**config.mk**
```make
export PLATFORM = sky130hd
export DESIGN_NAME = dpw_ctrl
export DESIGN_NICKNAME = d
export VERILOG_FILES = /design/src/dpw_pkg.sv /design/src/dpw_ctrl.sv /design/src/dpw_sync.sv
export SDC_FILE = /design/constraint.sdc
export NUM_CORES = 1
export LEC_CHECK = 0
export ABC_AREA = 0
export BUFFER_PORTS_ARGS = -buffer_cell sky130_fd_sc_hd__buf_2
export CORE_AREA = 3 3 267 269
export CTS_BUF_LIST = sky130_fd_sc_hd__clkbuf_4 sky130_fd_sc_hd__clkbuf_8
export DETAILED_ROUTE_END_ITERATION = 8
export DIE_AREA = 0 0 270 272
export GPL_ROUTABILITY_DRIVEN = 0
export SLEW_MARGIN = 10
export SYNTH_ARGS = -nofsm -noshare
export SYNTH_HDL_FRONTEND = slang
export SYNTH_SLANG_ARGS = --single-unit
```
**constraint.sdc**
```tcl
create_clock -name i_clk -period 5.9 [get_ports i_clk]
set_clock_uncertainty 0.2 [all_clocks]
set_input_delay 0.59 -clock i_clk [delete_from_list [all_inputs] [get_ports i_clk]]
set_output_delay 0.59 -clock i_clk [all_outputs]
set_load 0.02 [all_outputs]
```
**src/dpw_pkg.sv**
```systemverilog
/*
  Shared constants for the wiper control block: frame layout, instruction
  codes, wiper codes and store timing.
  Assumes a 40 MHz system clock.
*/
`default_nettype none
package dpw_pkg;
  localparam int unsigned CLK_HZ       = 40_000_000;
  localparam int unsigned FRAME_BITS   = 24;
  localparam int unsigned WIPER_BITS   = 10;
  localparam int unsigned NV_BITS      = 16;
  localparam int unsigned CMD_MSB      = 23;
  localparam int unsigned CMD_LSB      = 20;
  localparam int unsigned ADDR_MSB     = 19;
  localparam int unsigned ADDR_LSB     = 16;
  localparam int unsigned NV_SLOTS     = 16;
  localparam int unsigned STORE_MS     = 25;
  localparam int unsigned STORE_CYCLES = CLK_HZ / 1000 * STORE_MS;
  localparam int unsigned DONE_CYCLES  = 4;
  localparam logic [9:0]  WIPER_MID    = 10'h200;
  localparam logic [9:0]  WIPER_MAX    = 10'h3ff;
  localparam logic [9:0]  WIPER_MIN    = 10'h000;
  localparam logic [15:0] NV_MID       = 16'h0200;
  localparam logic [3:0]  ADDR_WIPER   = 4'h0;
  localparam logic [1:0]  NIBBLE_MASK  = 2'h3;

  typedef enum logic [3:0] {
    OP_NOP      = 4'h0,
    OP_RESTORE  = 4'h1,
    OP_STORE    = 4'h2,
    OP_STORE_AT = 4'h3,
    OP_HALVE_A  = 4'h4,
    OP_HALVE_B  = 4'h5,
    OP_DEC_A    = 4'h6,
    OP_DEC_B    = 4'h7,
    OP_RELOAD   = 4'h8,
    OP_READ_NV  = 4'h9,
    OP_READ_WIP = 4'ha,
    OP_WRITE    = 4'hb,
    OP_DOUBLE_A = 4'hc,
    OP_DOUBLE_B = 4'hd,
    OP_INC_A    = 4'he,
    OP_INC_B    = 4'hf
  } dpw_op_t;
endpackage : dpw_pkg
`default_nettype wire

```
**src/dpw_ctrl.sv**
```systemverilog
/*
  Wiper control: serial frame receiver, instruction decoder, wiper
  register, nonvolatile store model, preset and write protect.
  Assumes host is SPI mode 0 (sample on rising clock), all pins async.
*/
`default_nettype none
module dpw_ctrl
  import dpw_pkg::*;
#(
  parameter int unsigned STORE_CNT = dpw_pkg::STORE_CYCLES
) (
  input  wire logic                       i_clk,          // 40 MHz clock
  input  wire logic                       i_rst_n,        // Sync reset
  input  wire logic                       i_sclk,         // Link clock pin
  input  wire logic                       i_cs_n,         // Chip select
  input  wire logic                       i_serial_in,    // Serial data in
  input  wire logic                       i_wp_n,         // Write protect
  input  wire logic                       i_preset_strobe_n, // Preset pin
  output logic [dpw_pkg::WIPER_BITS-1:0]  o_wiper,        // Wiper position
  output logic                            o_serial_out_o, // Drive level
  output logic                            o_serial_out_oe,// Pull-down enable
  output logic                            o_ready_o,      // Drive level
  output logic                            o_ready_oe,     // Pull-down enable
  output logic                            o_busy          // Store running
);
  import dpw_pkg::*;

  typedef enum logic [1:0] {ST_IDLE, ST_STORE, ST_DONE} dpw_state_t;

  logic sclk_rise;
  logic cs_s, cs_rise, cs_fall;
  logic din_s, wp_s, preset_s, preset_rise;

  // Every pin passes two flops before use
  dpw_sync u_sclk (
    .i_clk   (i_clk),
    .i_rst_n (i_rst_n),
    .i_async (i_sclk),
    .o_level (),
    .o_rise  (sclk_rise),
    .o_fall  ()
  );

  dpw_sync u_cs (
    .i_clk   (i_clk),
    .i_rst_n (i_rst_n),
    .i_async (i_cs_n),
    .o_level (cs_s),
    .o_rise  (cs_rise),
    .o_fall  (cs_fall)
  );

  dpw_sync u_din (
    .i_clk   (i_clk),
    .i_rst_n (i_rst_n),
    .i_async (i_serial_in),
    .o_level (din_s),
    .o_rise  (),
    .o_fall  ()
  );

  dpw_sync u_wp (
    .i_clk   (i_clk),
    .i_rst_n (i_rst_n),
    .i_async (i_wp_n),
    .o_level (wp_s),
    .o_rise  (),
    .o_fall  ()
  );

  dpw_sync u_preset (
    .i_clk   (i_clk),
    .i_rst_n (i_rst_n),
    .i_async (i_preset_strobe_n),
    .o_level (preset_s),
    .o_rise  (preset_rise),
    .o_fall  ()
  );

  logic [FRAME_BITS-1:0] shift_in;
  logic [FRAME_BITS-1:0] shift_out;
  logic [FRAME_BITS-1:0] last_word;
  logic [4:0]            bit_cnt;
  logic [5:0]            total_cnt;
  logic                  have_bits;
  logic [WIPER_BITS-1:0] wiper;
  logic [NV_BITS-1:0]    nv_mem [NV_SLOTS];
  logic [NV_BITS-1:0]    nv_wdata;
  logic [3:0]            nv_waddr;
  dpw_state_t            state;
  logic [31:0]           tmr;
  logic                  cmd_valid;
  logic                  repeat_ok;
  logic [FRAME_BITS-1:0] exec_word;
  dpw_op_t               op;
  logic [3:0]            addr;
  logic                  nibble_ok;
  logic                  restore_done;
  logic                  locked;

  // Saturating adjustments
  function automatic logic [WIPER_BITS-1:0] adjust(
    input dpw_op_t               f_op,
    input logic [WIPER_BITS-1:0] f_w
  );
    logic [WIPER_BITS-1:0] r;
    r = f_w;
    case (f_op)
      OP_HALVE_A, OP_HALVE_B: r = f_w >> 1;
      OP_DEC_A, OP_DEC_B:
        r = (f_w == WIPER_MIN) ? WIPER_MIN : f_w - 10'h001;
      OP_DOUBLE_A, OP_DOUBLE_B:
        r = f_w[WIPER_BITS-1] ? WIPER_MAX : (f_w << 1);
      OP_INC_A, OP_INC_B:
        r = (f_w == WIPER_MAX) ? WIPER_MAX : f_w + 10'h001;
      default: r = f_w;
    endcase
    return r;
  endfunction : adjust

  function automatic logic is_step(input dpw_op_t f_op);
    logic s;
    s = (f_op inside {OP_HALVE_A, OP_HALVE_B, OP_DEC_A, OP_DEC_B,
                      OP_DOUBLE_A, OP_DOUBLE_B, OP_INC_A, OP_INC_B});
    return s;
  endfunction : is_step

  // Serial side frozen while a store runs
  assign locked    = (state == ST_STORE);
  assign nibble_ok = (total_cnt[1:0] & NIBBLE_MASK) == 2'h0;
  // Empty strobe repeats the previous command only when that command was an adjustment
  assign exec_word = have_bits ? shift_in : last_word;
  assign op        = dpw_op_t'(exec_word[CMD_MSB:CMD_LSB]);
  assign addr      = exec_word[ADDR_MSB:ADDR_LSB];
  assign cmd_valid = cs_rise && !locked &&
                     (have_bits ? (nibble_ok && bit_cnt == 5'd0)
                                : repeat_ok);

  // Frame receiver
  always_ff @(posedge i_clk)
  begin
    if (!i_rst_n)
    begin
      shift_in  <= '0;
      bit_cnt   <= '0;
      total_cnt <= '0;
      have_bits <= 1'b0;
    end
    else if (cs_fall || cs_s)
    begin
      bit_cnt   <= '0;
      total_cnt <= '0;
      if (cs_fall)
        have_bits <= 1'b0;
    end
    else if (sclk_rise && !locked)
    begin
      shift_in  <= {shift_in[FRAME_BITS-2:0], din_s};
      have_bits <= 1'b1;
      total_cnt <= total_cnt + 6'd1;
      bit_cnt   <= (bit_cnt == 5'(FRAME_BITS - 1)) ? 5'd0
                   : bit_cnt + 5'd1;
    end
  end

  // Outgoing word: previous frame, or readback
  always_ff @(posedge i_clk)
  begin
    if (!i_rst_n)
    begin
      shift_out <= '0;
      last_word <= '0;
      repeat_ok <= 1'b0;
    end
    else if (cmd_valid)
    begin
      if (have_bits)
        last_word <= shift_in;
      repeat_ok <= is_step(op);
      case (op)
        OP_READ_NV:
          shift_out <= {exec_word[CMD_MSB:ADDR_LSB], nv_mem[addr]};
        OP_READ_WIP:
          shift_out <= {exec_word[CMD_MSB:ADDR_LSB], 6'h00, wiper};
        default: shift_out <= exec_word;
      endcase
    end
    else if (!cs_s && sclk_rise && !locked)
      shift_out <= {shift_out[FRAME_BITS-2:0], 1'b0};
  end

  // Open drain serial output, MSB presented while clock is low
  assign o_serial_out_o  = 1'b0;
  assign o_serial_out_oe = !cs_s && !shift_out[FRAME_BITS-1];

  // Wiper register
  always_ff @(posedge i_clk)
  begin
    if (!i_rst_n)
      wiper <= WIPER_MID;
    else if (!preset_s)
      wiper <= WIPER_MID;
    else if (preset_rise)
      wiper <= nv_mem[ADDR_WIPER][WIPER_BITS-1:0];
    else if (restore_done)
      wiper <= nv_mem[ADDR_WIPER][WIPER_BITS-1:0];
    else if (cmd_valid)
    begin
      case (op)
        OP_RESTORE, OP_RELOAD:
          wiper <= nv_mem[ADDR_WIPER][WIPER_BITS-1:0];
        OP_WRITE:
          if (wp_s && addr == ADDR_WIPER)
            wiper <= exec_word[WIPER_BITS-1:0];
        default:
          if (wp_s && is_step(op))
            wiper <= adjust(op, wiper);
      endcase
    end
  end
  assign o_wiper = wiper;

  // Power-on refresh one cycle after reset release
  always_ff @(posedge i_clk)
  begin
    if (!i_rst_n)
      restore_done <= 1'b1;
    else
      restore_done <= 1'b0;
  end

  // Nonvolatile store contents
  genvar g;
  generate
    for (g = 0; g < NV_SLOTS; g++)
    begin : g_nv
      always_ff @(posedge i_clk)
      begin
        if (!i_rst_n)
          nv_mem[g] <= (g == 0) ? NV_MID : '0;
        else if (state == ST_STORE && tmr == '0 && nv_waddr == 4'(g))
          nv_mem[g] <= nv_wdata;
      end
    end
  endgenerate

  // Store sequencer and completion flag
  always_ff @(posedge i_clk)
  begin
    if (!i_rst_n)
    begin
      state    <= ST_IDLE;
      tmr      <= '0;
      nv_wdata <= '0;
      nv_waddr <= '0;
    end
    else
    begin
      case (state)
        ST_IDLE:
          if (preset_rise)
          begin
            state <= ST_DONE;
            tmr   <= 32'(DONE_CYCLES - 1);
          end
          else if (cmd_valid)
          begin
            case (op)
              // Stores refused while write protect is low
              OP_STORE:
                if (wp_s)
                begin
                  nv_waddr <= ADDR_WIPER;
                  nv_wdata <= {6'h00, wiper};
                  state    <= ST_STORE;
                  tmr      <= 32'(STORE_CNT - 1);
                end
              OP_STORE_AT:
                if (wp_s)
                begin
                  nv_waddr <= addr;
                  nv_wdata <= (addr == ADDR_WIPER)
                              ? {6'h00, wiper}
                              : exec_word[NV_BITS-1:0];
                  state    <= ST_STORE;
                  tmr      <= 32'(STORE_CNT - 1);
                end
              OP_RELOAD, OP_READ_NV, OP_READ_WIP:
              begin
                state <= ST_DONE;
                tmr   <= 32'(DONE_CYCLES - 1);
              end
              default: state <= ST_IDLE;
            endcase
          end
        ST_STORE:
          if (tmr == '0)
          begin
            state <= ST_DONE;
            tmr   <= 32'(DONE_CYCLES - 1);
          end
          else
            tmr <= tmr - 32'd1;
        ST_DONE:
          if (tmr == '0)
            state <= ST_IDLE;
          else
            tmr <= tmr - 32'd1;
        default: state <= ST_IDLE;
      endcase
    end
  end

  // Completion flag: pulled low during the done pulse
  assign o_ready_o  = 1'b0;
  assign o_ready_oe = (state == ST_DONE);
  assign o_busy     = locked;
endmodule : dpw_ctrl
`default_nettype wire

```
**src/dpw_sync.sv**
```systemverilog
/*
  Two-flop synchroniser with edge detection on the synchronised level.
  Assumes the input is asynchronous to i_clk.
*/
`default_nettype none
module dpw_sync (
  input  wire logic i_clk,   // System clock
  input  wire logic i_rst_n, // Sync reset, active low
  input  wire logic i_async, // Raw pin
  output logic      o_level, // Synchronised level
  output logic      o_rise,  // One-cycle pulse on rise
  output logic      o_fall   // One-cycle pulse on fall
);
  logic meta;
  logic prev;

  always_ff @(posedge i_clk)
  begin
    if (!i_rst_n)
    begin
      meta    <= 1'b1;
      o_level <= 1'b1;
      prev    <= 1'b1;
    end
    else
    begin
      meta    <= i_async;
      o_level <= meta;
      prev    <= o_level;
    end
  end

  assign o_rise = o_level & ~prev;
  assign o_fall = ~o_level & prev;
endmodule : dpw_sync
`default_nettype wire

```
==> impl_results.md, run 1 <==
* Status: completed
* Tcrit/Tclk final at 0.7785
* Worst-path clk slew at around 60 ps
* Clock root cell: clkbuf_8
* Initial antenna violation count at 0
* RSZ-0062 raised after global routing: false
* DIE WIDTH at ~270 microns
* Type of origin of the critical path: flop
* Most frequent cells in the layout: nand2_1, and2_1, edfxtp_1
* Post-Synth Adder-Cell Area at 0.006036
* Leakage power at about 7.9 nW
* VDD IR max at roughly 0.00012 V
* Setup TNS at 0 ps
* Worst Hold Class: primary input to flop
* Final core occ at 0.3365
* Commonest non-fill, non-tap cell in the layout: nand2_1
* Crit-path max FO at 16
* Initial core utilization at 0.3012
* Cell taking the most area after synthesis: edfxtp_1
* Fraction of registers with async set/reset at 0
* Distinct cells, synth at 83
* CTS Buf Count at 73
* Total power divided by cell area at ~290 nW/um^2
* Grt total ovfl at 0
* Post-DP HPWL at 38,730 microns
* Initial DRC Count at 1,506
* Post-synthesis simple-gate area fraction at 0.2448
* # IOs at 22
* Vias per Instance at around 5.3
* Post-cts repair resize count at 0
* Synth top area share at 0.3709
* Slew @ Worst Pin at ~1200 ps
* Synth Area in Compound Gates at 0.1271
* Largest net degree at the start of global routing at 84
* DIE AREA at between 70,000 and 80,000 sq um
* Total number of vias at about 16,000
* Final Hold Vio Count at 0
* Fmax at roughly 220 MHz
* Diodes inserted at 0
* CTS tree: yes
* Largest family of logic cells by synthesized area: simple AND/OR/NAND/NOR gates
* Top FF cell, synth: edfxtp_1
* Area contributors post-synth: edfxtp_1, dfxtp_1, and2_1
* Critical path required time at 6010 ps
* First-pass GRT wire length at 93,530 microns
* Post-layout nets at ~2,000
* Cell Count, Final, Fillers Out at just over 3,000
* Clock Sink Count at 415
* Vias in the first global route at 15,540
* Cell count after placement at around 2,900
* Ys Warns at 0
* Post-synth EDFFs at approximately 260
* Synthesized area at 20,730 sq um
* DRT Pass-1 Iters at 7
* Post-synthesis mux area share at 0.05644
* Remaining antenna violation count at 0
* Share of layout cells above drive strength 1 at 0.1204
* # setup viols final at 0
* Area grow syn2layout at 11.73%
* DRC viols at 0
* Site Rows at between 90 and 100
* Wire length per cell at approximately 20 microns
* Setup CP Type: flop to flop
* WL final at about 61,000 microns
* H-tree Lvls at 3
* Max Cap Violations at 0
* Mapped Cells at between 2,000 and 2,500
* Clk_lat worst skew at around 650 ps
* Minimum clock period at 4593 ps
* Total GRT Usage at 0.1613
* Syn_area_per_cell at around 10 sq um
* Xor-xnor portion of the synthesized cell area at 0.002535
* Flops & latches, synth at ~420
* Slew HR at 0.2089
* Seq/Total Area, Yosys at 0.5244
* CORE AREA at approximately 70,000 sq um
* Max Buffers Root-to-Sink at 3
* Hold Slack at between 200 and 250 ps
* CP endpoint kind: flop
* Die Y at 272 microns
* Setup bufs post-CTS at 0
* Fin. max-slew vios at 0
* I/O Buffers at 19
* Critical path arrival at 4700 ps
## layer usage
metal,share of wire,global-route usage
met1,0.43,0.2159
met2,0.47,0.2650
met3,0.065,0.03127
met4,0.027,0.04767
met5,0,0
## synth_stat cells (8+ instances only)
cell,number
nand2_1,309
and2_1,262
edfxtp_1,256
dfxtp_1,159
clkbuf_1,121
a21oi_1,113
nor2_1,92
nand3_1,91
mux2i_1,75
o21ai_0,47
nor3_1,36
a211oi_1,26
nand2b_1,26
a221oi_1,24
inv_1,21
and3_1,20
or3_1,20
o22ai_1,18
a311oi_1,17
buf_2,17
buf_4,17
mux2_2,16
nor2_4,16
o31ai_1,16
o211ai_1,15
a311o_1,13
nor4_1,13
nand4_1,12
a31oi_1,11
ha_1,10
mux4_2,10
nand3b_1,10
or2_2,10
or4_1,10
nor3b_1,9
o32ai_1,9
o221ai_1,8
## per-stage QoR
step	setup slack, ps	instance area, sq um	total power [W]
CTS	1411	23160	0.006711
floorplan	1644	20730	0.003776
global route	1039	23160	0.006918
detailed placement	1450	21600	0.003966
finish	1307	23160	0.006677
global placement	1543	21600	0.003948
## kinds of logic (layout without fill, tap and decap cells)
logic type	after synthesis	after routing
multiplexers	102	102
buffers and inverters	186	216
AND/OR/NAND/NOR	961	961
adder cells (fa/ha/maj)	10	10
AO/OA/AOI/OAI	381	381
other	1	2
XOR/XNOR	6	6
flip-flops	415	415
## registers in the layout, indices dropped and copies added, names as in the netlist, 2 cells and up
register,cells
o_wiper,10
shift_in,24
tmr,32
shift_out,24
nv_wdata,16
total_cnt,2
nv_mem,256
state,2
nv_waddr,4
last_word,24
bit_cnt,5
## final timing paths
path,start,to,slack (ps),cells past startpoint
max reg2reg,tmr[0],nv_mem[4][0],1310,8
min reg2reg,u_din.meta,u_din.o_level,220,1
max,tmr[0],nv_mem[4][0],1310,8
min,i_rst_n,u_sclk.meta,220,3
## power breakdown
group	switching, W	internal, W	leakage, nW
clock network	0.00123	0.00153	0.807
registers	0.0000707	0.00316	3.93
logic	0.000462	0.000227	3.21
total	0.00176	0.00492	7.95
## repair_timing
| item | CTS | global route |
|---|---|---|
| endpoints found under the setup margin | 0 | 0 |
| hold endpoints to repair | 5 | 0 |
| hold buffers | 5 | 0 |
## final cells by class
type	count	area (sq um)
clock buffers	114	1369
inverters	22	83.83
fillers	6841	45670
well taps	931	1165
multi-input cells	1462	9099
repair buffers	60	440.4
clock inverters	20	132.6
flip-flops and latches	415	10870
## worst max-delay path, cell delays in order (launching register included)
cell	delay, ps
dfxtp_1	350
inv_1	80
ha_1	210
nor4b_1	770
nand4_2	420
nor4_4	710
nand4bb_1	850
o21ai_1	380
buf_4	290
Note: power is estimated with default switching activity, not from simulation.
==> run 2, diff against run 1 <==
--- a/config.mk
+++ b/config.mk
@@ -5,12 +5,12 @@
 export SDC_FILE = /design/constraint.sdc
 export NUM_CORES = 1
 export LEC_CHECK = 0
-export ABC_AREA = 0
+export ABC_AREA = 1
 export BUFFER_PORTS_ARGS = -buffer_cell sky130_fd_sc_hd__buf_2
-export CORE_AREA = 3 3 267 269
+export CORE_AREA = 3 3 266 268
 export CTS_BUF_LIST = sky130_fd_sc_hd__clkbuf_4 sky130_fd_sc_hd__clkbuf_8
 export DETAILED_ROUTE_END_ITERATION = 8
-export DIE_AREA = 0 0 270 272
+export DIE_AREA = 0 0 269 271
 export GPL_ROUTABILITY_DRIVEN = 0
 export SLEW_MARGIN = 10
 export SYNTH_ARGS = -nofsm -noshare
==> constraint.sdc (replaced) <==
create_clock -name i_clk -period 4.27 [get_ports i_clk]
set_clock_uncertainty 0.2 [all_clocks]
set_input_delay 0.427 -clock i_clk [delete_from_list [all_inputs] [get_ports i_clk]]
set_output_delay 0.427 -clock i_clk [all_outputs]
set_load 0.02 [all_outputs]
==> impl_results.md, run 2 <==
* Status: completed
* CORE AREA at ~69,000 sq um
* Final Hold Vio Count at 0
* Finished Cell Area at ~23,000 sq um
* Grt total ovfl at 0
* Syn_area_per_cell at approximately 8.4 sq um
* Minimum clock period at 3735 ps
* Hold Path End: u_cs.prev
* Cell taking the most area after synthesis: edfxtp_1
* Worst Min Path Start: i_rst_n
* Setup bufs post-CTS at 0
* Fin. max-slew vios at 0
* WL final at slightly below 60,000 microns
* Ys Warns at 0
* Most flops, register: nv_mem
* Initial antenna violation count at 1
* Post-cts repair resize count at 0
* Total power divided by cell area at about 460 nW/um^2
* I/O Buffers at 19
* Mapped Cells at between 2,000 and 2,500
* CTS tree: yes
* Total number of vias at approximately 17,000
* # IOs at 22
* # fillers at 7,113
* Tcrit/Tclk final at 0.8748
* Vias in the first global route at between 15,000 and 20,000
* Seq/Total Area, Yosys at 0.5292
* Total GRT Usage at 0.1611
* Slew HR at 0.2893
* Top cells by count, synth: nand2_1, nor2_1, nand3_1, edfxtp_1, dfxtp_1
* Sequential share of power at 0.435
* Worst hold path depth at 2
* Share of layout cells above drive strength 1 at 0.1390
* CP endpoint kind: flop
* DIE AREA at approximately 73,000 sq um
* Top Registers: nv_mem: 256 flops, tmr: 32 flops
* DIE WIDTH at about 270 microns
* Distinct cells, synth at 46
* Setup CP Type: flop to flop
* Clock network fraction of total power at 0.358
* Leakage power at just over 8 nW
* H-tree Lvls at 3
* Synthesized area at around 20,000 sq um
* Area contributors post-synth: edfxtp_1, dfxtp_1, nand2_1
* Top FF cell, synth: edfxtp_1
* Flops & latches, synth at 415
* Cell Int Power at between 0.007 and 0.008 W
* Commonest non-fill, non-tap cell in the layout: nand2_1
* # setup viols final at 0
* Clk_lat worst skew at between 600 and 700 ps
* Critical path required time at about 4600 ps
* Sw frac at 0.3171
* Area grow syn2layout at 11.87%
* Max Cap Violations at 0
* Fraction of registers with async set/reset at 0
* First-pass GRT wire length at between 90,000 and 100,000 microns
* Logic pwr share at 0.207
* VDD IR max at about 0.00023 V
* Worst Hold Class: primary input to flop
* Die Y at around 270 microns
* Worst-path clk slew at approximately 60 ps
* RSZ-0062 raised after global routing: false
* CTS Hold Bufs at 5
* Initial DRC Count at 1,529
* Post-synth EDFFs at between 200 and 300
* Slew @ Worst Pin at about 1100 ps
* DRC viols at 0
* Remaining antenna violation count at 0
* Setup TNS at 0 ps
* Worst r2r path cells at 9
* Count leader, synth: nand2_1
* Reg-to-reg endpoint: nv_wdata[0]
* R2R Path Start: have_bits
* Clock Sink Count at approximately 420
* Initial core utilization at 0.2995
* Clock root cell: clkbuf_8
* Vias per Instance at roughly 4.9
* Crit-path max FO at 22
* Post-DP HPWL at 37,620 microns
* CTS Buf Count at 73
* Largest register FFs at about 260
* Site Rows at 96
* Placed instance area at approximately 21,000 sq um
* Max Buffers Root-to-Sink at 3
* Psw at between 0.003 and 0.004 W
* Post-layout nets at ~2,500
* DRT Pass-1 Iters at 8
* Critical path arrival at between 4000 and 5000 ps
* Largest net degree at the start of global routing at between 100 and 150
* Internal reg-to-reg setup slack at 530 ps
* Synth top area share at 0.3742
* Wire length per cell at between 15 and 20 microns
* Most frequent cells in the layout: nand2_1, nor2_1, nand3_1
* Fmax at 267.7 MHz
* Type of origin of the critical path: flop
[run 2: cell count changes after synthesis, moves of 21 or more]
cell      before  now
buf_2         17   38
a221oi_1      24    2
inv_1         21  156
clkbuf_1     121   73
and2_1       262    1
nand3_1       91  270
mux2i_1       75    0
nand2b_1      26    0
nor2_1        92  346
nand2_1      309  551
o21ai_0       47  133
nor2_2         1   94
[run 2: worst max-delay path by stage]
stage	from	to	depth (start not counted)
2_1_floorplan	tmr[0]	nv_mem[0][0]	10
3_3_place_gp	have_bits	nv_wdata[0]	9
3_5_place_dp	have_bits	nv_wdata[0]	9
4_1_cts	have_bits	nv_wdata[0]	9
5_1_grt	have_bits	nv_wdata[0]	9
6_report	have_bits	nv_wdata[0]	9
[run 2: metrics by stage]
stage	hold slack (ps)	power, W	worst slack [ps]	std cells	utilization
floorplan	192.5	0.006292	1074	2456	-
global placement	197.5	0.006825	671.8	3304	0.3123
detailed placement	198.8	0.006833	573.6	3304	0.3123
CTS	40.16	0.01063	543.2	3442	0.3350
global route	96.63	0.01112	36.29	3443	0.3351
finish	100.0	0.01056	534.7	3443	0.3351
[run 2: layer usage]
metal | up-vias | global-route usage | wire length (microns)
met2 | 588 | 0.2549 | 27390
met5 | - | 0 | 0
met3 | 128 | 0.02810 | 4064
li1 | 8196 | - | -
met1 | 7871 | 0.2147 | 25590
met4 | 0 | 0.07237 | 2176
[run 2: cell families (layout without fill, tap and decap cells)]
family	after synthesis	in the layout	share of synthesized area
fa+ha+maj	10	10	0.006091
other cells	1	3	0.0001826
simple gates	1363	1363	0.3020
compound gates	334	334	0.08899
flops	415	415	0.5292
buf+inv	318	373	0.06761
xor+xnor	14	14	0.005969
[run 2: critical path, cell delays in order (launching register included)]
cell	delay, ps
dfxtp_1	700
inv_2	300
nand2_1	280
nand2_4	210
nor2_2	610
nand2_1	220
nand2_1	540
inv_1	220
o211ai_1	210
a21oi_1	80
[run 2: final cells by class]
type                    instances  area, sq um  area share
diodes                          1        2.502   0.0001089
clock buffers                 119         1425     0.06201
clock inverters                14        85.08    0.003702
inverters                     177        665.6     0.02896
multi-input cells            1723         8302      0.3612
flip-flops and latches        415        10870      0.4730
well taps                     931         1165     0.05069
repair buffers                 63        465.4     0.02025
[run 2: power groups by stage]
| stage | combinational, W | clock (W) | sequential, W |
|---|---|---|---|
| floorplan | 0.00165 | 0 | 0.00464 |
| global placement | 0.00216 | 0 | 0.00467 |
| detailed placement | 0.00216 | 0 | 0.00467 |
| CTS | 0.00218 | 0.00386 | 0.00459 |
| global route | 0.00247 | 0.00404 | 0.00461 |
| finish | 0.00219 | 0.00378 | 0.00459 |
